File: config.mk
export PLATFORM = sky130hd
export DESIGN_NAME = epis_top
export DESIGN_NICKNAME = d
export VERILOG_FILES = /design/src/rtl/epis_pkg.sv /design/src/rtl/epis_wake_if.sv /design/src/rtl/epis_sync.sv /design/src/rtl/epis_wake.sv /design/src/rtl/epis_top.sv
export SDC_FILE = /design/constraint.sdc
export NUM_CORES = 1
export LEC_CHECK = 0
export ABC_AREA = 1
export BUFFER_PORTS_ARGS = -buffer_cell sky130_fd_sc_hd__buf_2
export CORE_ASPECT_RATIO = 1.2
export CORE_MARGIN = 2
export CORE_UTILIZATION = 52
export CTS_CLUSTER_DIAMETER = 80
export CTS_CLUSTER_SIZE = 16
export DETAILED_ROUTE_END_ITERATION = 7
export PLACE_DENSITY = 0.8
export SETUP_SLACK_MARGIN = 0.2
export SYNTH_ARGS = -nofsm -noshare
export SYNTH_HDL_FRONTEND = slang
export SYNTH_SLANG_ARGS = --single-unit
File: constraint.sdc
create_clock -name core_clk -period 2.3 [get_ports core_clk]
set_input_delay 0.46 -clock core_clk [delete_from_list [all_inputs] [get_ports core_clk]]
set_output_delay 0.46 -clock core_clk [all_outputs]
set_load 0.01 [all_outputs]
File: src/rtl/epis_pkg.sv
// Constants, types and register map of the external pin interrupt sense block.
package epis_pkg;
    // ==========================================================
    // Timing.
    localparam int CLK_NS = 100;
    localparam int WDT_NS = 1000;
    localparam int WDT_CYC = (WDT_NS / CLK_NS < 1) ? 1 : WDT_NS / CLK_NS;
    localparam int WDT_W = $clog2(WDT_CYC + 1);
    localparam int STARTUP_NS = 4000;
    localparam int STARTUP_CYC = (STARTUP_NS / CLK_NS < 1) ? 1 : STARTUP_NS / CLK_NS;
    localparam int STARTUP_W = $clog2(STARTUP_CYC + 1);
    // ==========================================================
    // Register offsets.
    localparam int ADDR_W = 8;
    localparam logic [7:0] OFF_CTRL = 8'h00;
    localparam logic [7:0] OFF_CSR = 8'h04;
    localparam logic [7:0] OFF_MASK = 8'h08;
    localparam logic [7:0] OFF_FLAG = 8'h0C;
    localparam logic [7:0] OFF_GIE = 8'h10;
    localparam logic [7:0] OFF_STS = 8'h14;
    localparam logic [7:0] OFF_IMSK = 8'h18;
    localparam logic [7:0] OFF_PIN = 8'h1C;
    // ==========================================================
    // Field positions.
    localparam int B_SENSE_A = 0;
    localparam int B_SENSE_B = 2;
    localparam int B_SLEEP_SEL0 = 4;
    localparam int B_SLEEP_SEL1 = 5;
    localparam int B_SLEEP_ALLOW = 6;
    localparam int B_SLEEP_SEL2 = 7;
    localparam int B_SENSE_C = 6;
    localparam int B_PIN_C = 5;
    localparam int B_PIN_A = 6;
    localparam int B_PIN_B = 7;
    localparam int B_GIE = 0;
    localparam int STS_W = 4;
    localparam int STS_WAKE = 3;
    // ==========================================================
    // Reset values and the idle sleep select code.
    localparam logic [7:0] RST_CTRL = 8'h00;
    localparam logic RST_SENSE_C = 1'h0;
    localparam logic [2:0] RST_PINS = 3'h0;
    localparam logic RST_GIE = 1'h0;
    localparam logic [3:0] RST_STS = 4'h0;
    localparam logic [2:0] SLEEP_IDLE = 3'h0;
    // ==========================================================
    // Types.
    typedef enum logic [1:0] {
        SENSE_LOW = 2'h0, SENSE_ANY = 2'h1, SENSE_FALL = 2'h2, SENSE_RISE = 2'h3
    } epis_sense_t;
    typedef enum logic [2:0] {S_RUN = 3'h1, S_IDLE = 3'h2, S_DEEP = 3'h4} epis_sleep_t;
    typedef enum logic [2:0] {W_WAIT = 3'h1, W_SAMP = 3'h2, W_START = 3'h4} epis_wake_t;
endpackage

File: src/rtl/epis_wake_if.sv
// Signals between the sense block and its level wake-up sampler.
`timescale 1ns/1ns
interface epis_wake_if;
    logic deepSleep;
    logic wdtTick;
    logic lvlLow;
    logic wakeReq;
    modport ctl (output deepSleep, output wdtTick, output lvlLow, input wakeReq);
    modport wake (input deepSleep, input wdtTick, input lvlLow, output wakeReq);
endinterface

File: src/rtl/epis_sync.sv
// Two-flop synchroniser for the three interrupt pins.
`timescale 1ns/1ns
module epis_sync (
    input wire logic core_clk,
    input wire logic rst,
    input wire logic [2:0] d,
    output logic [2:0] q
);
    logic [2:0] meta;
    logic [2:0] next_meta;
    logic [2:0] next_q;

    always_comb begin
        next_meta = d;
        next_q = meta;
    end

    always_ff @(posedge core_clk or posedge rst) begin
        if (rst) begin
            meta <= 3'h7;
            q <= 3'h7;
        end else begin
            meta <= next_meta;
            q <= next_q;
        end
    end
endmodule

File: src/rtl/epis_wake.sv
// Level wake-up sampler clocked by watchdog oscillator ticks.
`timescale 1ns/1ns
module epis_wake (
    input wire logic core_clk,
    input wire logic rst,
    epis_wake_if.wake wk
);
    import epis_pkg::*;

    epis_wake_t state;
    epis_wake_t next_state;
    logic [STARTUP_W-1:0] cnt;
    logic [STARTUP_W-1:0] next_cnt;
    logic wakeReq;
    logic next_wakeReq;

    // ==========================================================
    // Two low samples start the start-up count; its end wakes.
    always_comb begin
        next_state = state;
        next_cnt = cnt;
        next_wakeReq = 1'b0;
        case (state)
            W_WAIT: begin
                if (wk.deepSleep && wk.wdtTick && wk.lvlLow) begin
                    next_state = W_SAMP;
                end
            end
            W_SAMP: begin
                if (!wk.deepSleep) begin
                    next_state = W_WAIT;
                end else if (wk.wdtTick) begin
                    next_state = wk.lvlLow ? W_START : W_WAIT;
                    next_cnt = '0;
                end
            end
            W_START: begin
                if (cnt == STARTUP_W'(STARTUP_CYC - 1)) begin
                    next_state = W_WAIT;
                    next_wakeReq = wk.deepSleep;
                end else begin
                    next_cnt = cnt + STARTUP_W'(1);
                end
            end
            default: begin
                next_state = W_WAIT;
            end
        endcase
    end

    always_ff @(posedge core_clk or posedge rst) begin
        if (rst) begin
            state <= W_WAIT;
            cnt <= '0;
            wakeReq <= 1'b0;
        end else begin
            state <= next_state;
            cnt <= next_cnt;
            wakeReq <= next_wakeReq;
        end
    end

    assign wk.wakeReq = wakeReq;
endmodule

File: src/rtl/epis_top.sv
// External pin interrupt sense block with APB register access.
`timescale 1ns/1ns
// ==========================================================
module epis_top (
    input wire logic core_clk,
    input wire logic rst,
    input wire logic [epis_pkg::ADDR_W-1:0] paddr,
    input wire logic psel,
    input wire logic penable,
    input wire logic pwrite,
    input wire logic [31:0] pwdata,
    output logic pready,
    output logic [31:0] prdata,
    output logic pslverr,
    input wire logic extIrqPinA,
    input wire logic extIrqPinB,
    input wire logic extIrqPinC,
    input wire logic sleepCmd,
    input wire logic [2:0] isrAck,
    output logic [2:0] extReq,
    output logic asleep,
    output logic ioClkRun,
    output logic wakeUp,
    output logic irq
);
    import epis_pkg::*;

    // ==========================================================
    // Decoding helpers.
    function automatic logic edgeHit(input logic [1:0] sense, input logic cur,
                                     input logic prev);
        logic hit;
        case (sense)
            SENSE_ANY: hit = cur ^ prev;
            SENSE_FALL: hit = prev & ~cur;
            SENSE_RISE: hit = cur & ~prev;
            default: hit = 1'b0;
        endcase
        return hit;
    endfunction

    function automatic logic isLevel(input logic [1:0] sense);
        return sense == SENSE_LOW;
    endfunction

    function automatic logic isAddr(input logic [ADDR_W-1:0] a, input logic [7:0] off);
        return a == off;
    endfunction

    // ==========================================================
    // Declarations.
    logic [2:0] pinSync;
    logic [2:0] pinPrev;
    logic [2:0] next_pinPrev;
    logic [7:0] ctrl;
    logic [7:0] next_ctrl;
    logic senseC;
    logic next_senseC;
    logic [2:0] pinEn;
    logic [2:0] next_pinEn;
    logic [2:0] flags;
    logic [2:0] next_flags;
    logic gie;
    logic next_gie;
    logic [STS_W-1:0] sts;
    logic [STS_W-1:0] next_sts;
    logic [STS_W-1:0] imsk;
    logic [STS_W-1:0] next_imsk;
    logic [31:0] rdData;
    logic [31:0] next_rdData;
    logic [2:0] next_extReq;
    logic [WDT_W-1:0] wdtCnt;
    logic [WDT_W-1:0] next_wdtCnt;
    logic wdtTick;
    epis_sleep_t slp;
    epis_sleep_t next_slp;
    logic next_wakeUp;
    logic [1:0] senseA;
    logic [1:0] senseB;
    logic [2:0] sleepSel;
    logic [2:0] hit;
    logic [2:0] levelMode;
    logic [2:0] levelReq;
    logic wrAcc;
    logic rdSetup;
    logic rdAcc;
    logic mapped;
    logic anyReq;
    epis_wake_if wkIf ();

    // ==========================================================
    // Pin synchroniser and level wake sampler.
    epis_sync uSync (
        .core_clk(core_clk),
        .rst(rst),
        .d({extIrqPinC, extIrqPinB, extIrqPinA}),
        .q(pinSync)
    );

    epis_wake uWake (
        .core_clk(core_clk),
        .rst(rst),
        .wk(wkIf.wake)
    );

    // ==========================================================
    // Field decode.
    assign senseA = ctrl[B_SENSE_A +: 2];
    assign senseB = ctrl[B_SENSE_B +: 2];
    assign sleepSel = {ctrl[B_SLEEP_SEL2], ctrl[B_SLEEP_SEL1], ctrl[B_SLEEP_SEL0]};
    assign levelMode = {1'b0, isLevel(senseB), isLevel(senseA)};

    // ==========================================================
    // Edge detection.
    always_comb begin
        next_pinPrev = pinPrev;
        if (ioClkRun) begin
            next_pinPrev[1:0] = pinSync[1:0];
        end
        next_pinPrev[2] = pinSync[2];
    end

    always_ff @(posedge core_clk or posedge rst) begin
        if (rst) begin
            pinPrev <= 3'h7;
        end else begin
            pinPrev <= next_pinPrev;
        end
    end

    // Pin values are read whatever the pin direction.
    always_comb begin
        hit[0] = ioClkRun & edgeHit(senseA, pinSync[0], pinPrev[0]);
        hit[1] = ioClkRun & edgeHit(senseB, pinSync[1], pinPrev[1]);
        if (senseC) begin
            hit[2] = pinSync[2] & ~pinPrev[2];
        end else begin
            hit[2] = pinPrev[2] & ~pinSync[2];
        end
        levelReq = levelMode & ~pinSync;
    end

    // ==========================================================
    // Watchdog oscillator tick divider.
    always_comb begin
        wdtTick = wdtCnt == WDT_W'(WDT_CYC - 1);
        next_wdtCnt = wdtTick ? '0 : wdtCnt + WDT_W'(1);
    end

    always_ff @(posedge core_clk or posedge rst) begin
        if (rst) begin
            wdtCnt <= '0;
        end else begin
            wdtCnt <= next_wdtCnt;
        end
    end

    // ==========================================================
    // Sleep control and wake-up.
    assign wkIf.deepSleep = slp == S_DEEP;
    assign wkIf.wdtTick = wdtTick;
    assign wkIf.lvlLow = |(levelReq & pinEn);
    assign anyReq = |(flags & pinEn);

    always_comb begin
        next_slp = slp;
        next_wakeUp = 1'b0;
        case (slp)
            S_RUN: begin
                if (sleepCmd && ctrl[B_SLEEP_ALLOW]) begin
                    next_slp = (sleepSel == SLEEP_IDLE) ? S_IDLE : S_DEEP;
                end
            end
            S_IDLE: begin
                if (anyReq || |(levelReq & pinEn)) begin
                    next_slp = S_RUN;
                    next_wakeUp = 1'b1;
                end
            end
            S_DEEP: begin
                if (wkIf.wakeReq || (flags[2] && pinEn[2])) begin
                    next_slp = S_RUN;
                    next_wakeUp = 1'b1;
                end
            end
            default: begin
                next_slp = S_RUN;
            end
        endcase
    end

    always_ff @(posedge core_clk or posedge rst) begin
        if (rst) begin
            slp <= S_RUN;
            wakeUp <= 1'b0;
        end else begin
            slp <= next_slp;
            wakeUp <= next_wakeUp;
        end
    end

    assign asleep = slp != S_RUN;
    assign ioClkRun = slp != S_DEEP;

    // ==========================================================
    // APB decode.
    assign wrAcc = psel & penable & pwrite;
    assign rdSetup = psel & ~penable & ~pwrite;
    assign rdAcc = psel & penable & ~pwrite;
    assign mapped = isAddr(paddr, OFF_CTRL) | isAddr(paddr, OFF_CSR)
        | isAddr(paddr, OFF_MASK) | isAddr(paddr, OFF_FLAG)
        | isAddr(paddr, OFF_GIE) | isAddr(paddr, OFF_STS)
        | isAddr(paddr, OFF_IMSK) | isAddr(paddr, OFF_PIN);
    assign pready = 1'b1;
    assign pslverr = psel & penable & ~mapped;
    assign prdata = rdData;

    // ==========================================================
    // Control registers.
    always_comb begin
        next_ctrl = ctrl;
        next_senseC = senseC;
        next_pinEn = pinEn;
        next_gie = gie;
        next_imsk = imsk;
        if (wrAcc) begin
            if (isAddr(paddr, OFF_CTRL)) begin
                next_ctrl = pwdata[7:0];
            end
            if (isAddr(paddr, OFF_CSR)) begin
                next_senseC = pwdata[B_SENSE_C];
            end
            if (isAddr(paddr, OFF_MASK)) begin
                next_pinEn = {pwdata[B_PIN_C], pwdata[B_PIN_B], pwdata[B_PIN_A]};
            end
            if (isAddr(paddr, OFF_GIE)) begin
                next_gie = pwdata[B_GIE];
            end
            if (isAddr(paddr, OFF_IMSK)) begin
                next_imsk = pwdata[STS_W-1:0];
            end
        end
    end

    always_ff @(posedge core_clk or posedge rst) begin
        if (rst) begin
            ctrl <= RST_CTRL;
            senseC <= RST_SENSE_C;
            pinEn <= RST_PINS;
            gie <= RST_GIE;
            imsk <= RST_STS;
        end else begin
            ctrl <= next_ctrl;
            senseC <= next_senseC;
            pinEn <= next_pinEn;
            gie <= next_gie;
            imsk <= next_imsk;
        end
    end

    // ==========================================================
    // Interrupt flags, requests and sticky status.
    always_comb begin
        next_flags = flags;
        next_flags = next_flags & ~isrAck;
        if (wrAcc && isAddr(paddr, OFF_FLAG)) begin
            next_flags = next_flags & ~{pwdata[B_PIN_C], pwdata[B_PIN_B], pwdata[B_PIN_A]};
        end
        next_flags = next_flags | hit;
        next_flags = next_flags & ~levelMode;
        next_extReq = {3{gie}} & pinEn & (levelReq | flags);
        next_sts = sts;
        if (rdAcc && isAddr(paddr, OFF_STS)) begin
            next_sts = sts & ~rdData[STS_W-1:0];
        end
        next_sts = next_sts | {wakeUp, hit};
    end

    always_ff @(posedge core_clk or posedge rst) begin
        if (rst) begin
            flags <= RST_PINS;
            extReq <= RST_PINS;
            sts <= RST_STS;
        end else begin
            flags <= next_flags;
            extReq <= next_extReq;
            sts <= next_sts;
        end
    end

    assign irq = |(sts & imsk);

    // ==========================================================
    // Read data, captured in the setup cycle.
    always_comb begin
        next_rdData = rdData;
        if (rdSetup) begin
            next_rdData = 32'h0;
            case (1'b1)
                isAddr(paddr, OFF_CTRL): next_rdData[7:0] = ctrl;
                isAddr(paddr, OFF_CSR): next_rdData[B_SENSE_C] = senseC;
                isAddr(paddr, OFF_MASK): begin
                    next_rdData[B_PIN_B] = pinEn[1];
                    next_rdData[B_PIN_A] = pinEn[0];
                    next_rdData[B_PIN_C] = pinEn[2];
                end
                isAddr(paddr, OFF_FLAG): begin
                    next_rdData[B_PIN_B] = flags[1];
                    next_rdData[B_PIN_A] = flags[0];
                    next_rdData[B_PIN_C] = flags[2];
                end
                isAddr(paddr, OFF_GIE): next_rdData[B_GIE] = gie;
                isAddr(paddr, OFF_STS): next_rdData[STS_W-1:0] = sts;
                isAddr(paddr, OFF_IMSK): next_rdData[STS_W-1:0] = imsk;
                isAddr(paddr, OFF_PIN): next_rdData[2:0] = pinSync;
                default: next_rdData = 32'h0;
            endcase
        end
    end

    always_ff @(posedge core_clk or posedge rst) begin
        if (rst) begin
            rdData <= 32'h0;
        end else begin
            rdData <= next_rdData;
        end
    end
endmodule

### Yosys cells after proc, flatten, opt, wreduce, memory -nomap -nowiden

Cells that the tools add are included.

| cells by class | value |
|---|---|
| bitwise operators | 50 |
| mux-type cells | 62 |
| reduce and logical (&&, ||, !) cells | 24 |
| $add $sub $neg | 2 |
| equal/unequal tests | 32 |

Operators by type and width:

| cell | count |
|---|---|
| two-way mux 1 bit | 33 |
| == test 8 x 5 -> 1 bit (second input constant) | 4 |
| two-way mux 3 bit | 10 |
| bitwise AND 3 bit | 7 |
| two-way mux 6 bit | 3 |
| case mux 3 bit (3 select lines) | 2 |
| == test 8 x 4 -> 1 bit (second input constant) | 2 |
| two-way mux 2 bit | 8 |
| bitwise AND 1 bit | 14 |
| case mux 6 bit (2 select lines) | 1 |
| AND reduction 2 bit | 5 |
| NOT 1 bit | 9 |
| NOT 3 bit | 3 |
| bitwise AND 4 bit | 2 |
| == test 2 bit (second input constant) | 4 |
| == test 8 x 3 -> 1 bit (second input constant) | 1 |
| logical NOT 8 bit | 1 |
| two-way mux 4 bit | 2 |
| != test 2 x 1 -> 1 bit (second input constant) | 4 |
| != test 2 bit (second input constant) | 4 |
| OR 1 bit | 7 |
| adder 6 x 1 -> 6 bit (second input constant) | 1 |
| == test 3 x 1 -> 1 bit (second input constant) | 2 |
| == test 3 x 2 -> 1 bit (second input constant) | 2 |
| 24 further kinds | 39 |

| storage, ports and cells | value |
|---|---|
| word-level logic and storage cells | 189 |
| input port bits | 52 |
| output and inout bits | 41 |
| register bits after elaboration | 62 |

### Longest topological paths before layout

| logic depth | value |
|---|---|
| word-level depth | 10 |
| depth in mapped cells | 10 |
| gate-level depth less buffers | 10 |

### Modules after synthesis

From an unflattened synthesis, not the netlist that was laid out.

| second synthesis, totals | value |
|---|---|
| cells, all modules | 420 |
| area, all modules | 3,412.0 µm² |

Modules (own cells, without submodules):

| module | area each (µm²) | cells an instance | seq. area each (µm²) | times used |
|---|---|---|---|---|
| epis_top | 2,650.0 | 331 | 1,156.1 | 1 |
| epis_wake | 600.6 | 82 | 251.5 | 1 |
| epis_sync | 161.4 | 7 | 157.7 | 1 |

### Least setup slack after synthesis

OpenSTA, ideal clock, no wires.

| timing path | value |
|---|---|
| kind | input -> output |
| from | input port paddr[0] in the netlist's numbering |
| to | output port pslverr |
| arrival | 1.151 ns |
| buffers on the path | 0 |
| required time | 1.840 ns |
| stages | 8 |
| path slack | 0.689 ns |
| path through | inv_1 -> nand2_1 -> nor2_2 -> nand2_1 -> nor2_1 -> nor3_1 -> nand3b_1 -> nor2_1 |

| on the way | value |
|---|---|
| word-level cells in the longest chain between the ends | 10 |
| elaborated cells on any way between the ends | 17 |
| classes of those cells | eq/ne (7); bitwise (9); reduce/logical (1) |

Ends and longest elaborated chain:

| item | RTL line | source |
|---|---|---|
| from (decl) | epis_top.sv:7 | `input wire logic [epis_pkg::ADDR_W-1:0] paddr,` |
| == test 8 x 3 -> 1 bit / logical NOT 8 bit (equally long branches) | epis_top.sv:47 | `return a == off;` |
| OR 1 bit | epis_top.sv:210 | `assign mapped = isAddr(paddr, OFF_CTRL) \| isAddr(paddr, OFF_CSR)` |
| OR 1 bit (2 in series) | epis_top.sv:211 | `\| isAddr(paddr, OFF_MASK) \| isAddr(paddr, OFF_FLAG)` |
| OR 1 bit (2 in series) | epis_top.sv:212 | `\| isAddr(paddr, OFF_GIE) \| isAddr(paddr, OFF_STS)` |
| OR 1 bit | epis_top.sv:213 | `\| isAddr(paddr, OFF_IMSK) \| isAddr(paddr, OFF_PIN);` |
| OR 1 bit * | epis_top.sv:213 |  |
| NOT 1 bit * | epis_top.sv:215 | `assign pslverr = psel & penable & ~mapped;` |
| bitwise AND 1 bit * | epis_top.sv:215 |  |
| to (decl) | epis_top.sv:14 | `output logic pslverr,` |

Mark *: on every way between the ends. The rest lies on a longest branch, timed or not.

### Worst setup path in the final report

| timing path | value |
|---|---|
| from | input port paddr[1] in the netlist's numbering |
| to | output port pslverr |

Same word-level chain as after synthesis.

==> run metrics <==
outcome completed; met1 usage 0.237; Synth warnings 0; Setup TNS 0 ns; per-cell routed wire length 12.7 microns; Starting Density 0.530; Tot GR Track Use 0.212; Die H 92.0 microns; max-slew violations 0; synthesized instance count 407; first-pass GRT wire length 11600 microns; top-area cell type share of the netlist area 0.381; # Post-CTS Setup Buffers 0; Via-to-Cell Ratio 4.98; Crit Path Max Fanout 5; initial DRC count 193; dominant cells by area after synthesis dfrtp_1 (38%), nand2_1 (10%), dfstp_2 (8.6%), inv_1 (6.6%), buf_4 (5.6%); sequential area share after synthesis 0.467; max incr delay on CP 0.22 ns; flop2flop setup slack 0.75 ns; post-synthesis instance area 0.00335 sq mm; share of cells above drive strength 1 0.228; post-synthesis compound-gate area fraction 0.116; area of the multi-input gates 0.00144 sq mm; commonest non-fill, non-tap cell in the layout nand2_1; adder-cell share of the synthesized area 0.0187; critical path, cell by cell buf_2 -> nor2_1 -> nand3_1 -> nor2_2 -> nor3_1 -> nand3b_1 -> nor2_1 -> buf_2; cell accounting for the most synthesized area dfrtp_1; RSZ-0062 raised after global routing no; crit path DAT 1.48 ns; Nets 517; post-route ant nets 0; Final setup viols 0; crit path kind input pin to output pin; vias in the first global route 2704; mux cell area share after synthesis 0.00746; synthesis-to-finish area growth 12.2%; Synth Flop Type dfrtp_1; Peak VDD IR 0.511 mV; TritonCTS clock tree yes; CTS sink cnt 62; Ant. Diodes 0; Final Hold Viols 0; Power Density 638 mW/mm^2; CP Capture Type output pin; Power, Total 2.40 mW; Post-synth ARST share 1.00; register area 0.00157 sq mm; unique cell type count in the Yosys netlist 40; XOR/XNOR share of the synthesized area 0.00784; Critical Path Source Type input pin; CP top delay family simple AND/OR/NAND/NOR gates; Synth Area in Simple Gates 0.250; worst hold path type input pin to async pin; DRC Markers 0; largest family of logic cells by synthesized area simple AND/OR/NAND/NOR gates; Bufs and invs on worst path 2; busiest metal layer after global routing met2; Vias 2738; Tcrit/Tclk final 0.842; clock slew at reported path FFs 0.06 ns; most frequent cells in the layout nand2_1 (92), inv_1 (58), dfrtp_1 (51), buf_2 (43), nor2_1 (34); post-detail-place hpwl 5420 microns; initial antenna violation count 0; Clock Root Buffer clkbuf_8; largest net degree at the start of global routing 42; max frequency 516 MHz; drt first pass iters 4; # hold bufs at CTS 0; Die X 77.3 microns; CORE AREA 0.00633 sq mm; routability-driven placement congestion ratio 0.890; met3 Use GR 0.0541; H-tree Lvls 3; Leak 1.91 nW; total grt overflow 0; Final min period 1.94 ns; CP max stage cell nor2_2; EDFF count, synth 0; num rows 32; FF+latch count, synth 62; Total Wirelength 7010 microns; Core Util, Final 0.595; clock latency on the worst-skew pair 0.34 ns; GR Util met2 0.366; maxcap violations 0; clock skew 0.00668 ns; die area 0.00711 sq mm; I/O pins 93; CTS Buffer Depth 2; worst endpoint required time 1.84 ns; Post-Syn Area per Cell 8.24 sq um; Filler Cell Count 560; PortBufs 43; total CTS buffers 9
## stage by stage
step | cell area (sq um) | hold WS (ns) | instances | setup WS, ns
after floorplan | 3440 | 0.345 | 430 | 0.317
after global placement | 3590 | 0.346 | 534 | 0.363
after detailed placement | 3590 | 0.348 | 534 | 0.322
after CTS | 3760 | 0.146 | 550 | 0.321
after global routing | 3760 | 0.180 | 550 | 0.258
final | 3760 | 0.134 | 550 | 0.363
## synth_stat cells (3+ instances only)
library cell and instances:
dfrtp_1 51, o21a_1 3, xor2_1 3, nor2_2 4, nor2_1 35, nand2_1 92, nand3_1 23, a21oi_1 15
o21ai_0 11, inv_1 59, nand3_2 3, dfstp_2 11, buf_4 25, o21ai_2 7, ha_1 5, nand2_2 3
inv_2 4, nor3_1 6, o21ai_1 15, a31oi_1 3
## repair_timing
item,4_1_cts,5_1_grt
resized for setup,0,1
endpoints found under the hold margin,0,0
setup endpoints to repair,0,1
## kinds of logic after synthesis
group,count (synthesis)
buffers and inverters,90
other,2
DFF,62
xor gates and xnor gates,3
adders and majority gates,5
muxes,2
and+or+nand+nor,179
AOI/OAI and AO/OA,64
## layer usage
layer / wire, microns / vias to the layer above
li1: - / 1357
met1: 2800 / 1282
met5: 0 / -
met3: 386 / 19
met2: 3620 / 80
met4: 199 / 0
## final cells by class
type	count	share of cell area
clock buffers	12	0.0386
clock inverters	4	0.00598
inverters	63	0.0628
multi-input cells	278	0.382
flip-flops and latches	62	0.416
well taps	85	0.0283
repair buffers	46	0.0665
## final timing paths
path | startpoint | cells after the start | end
min in group core_clk | extIrqPinC | 1 | uSync.meta[2]
worst max register to register | uSync.q[1] | 5 | flags[1]
worst min-delay path | rst | 2 | uWake.cnt[3]
max in group asynchronous | rst | 3 | uSync.q[2]
worst min register to register | uSync.meta[1] | 0 | uSync.q[1]
worst max-delay path | paddr[1] | 8 | pslverr
## power breakdown
group	switching, mW	internal (mW)	total, mW
combinational	0.226	0.129	0.354
sequential	0.0525	1.17	1.23
clock	0.405	0.415	0.820
## sequential cells by signal (all words and copies together) (netlist names)
name and flops:
extReq 3, uSync.meta 3, slp 3, wdtCnt 4
imsk 4, sts 4, wakeUp 1, uWake.state 3
pinPrev 3, uWake.cnt 6, senseC 1, uWake.wk.wakeReq 1
flags 3, uSync.q 3, ctrl 8, pinEn 3
prdata 8, gie 1
Power figures use the tool's default switching activity.
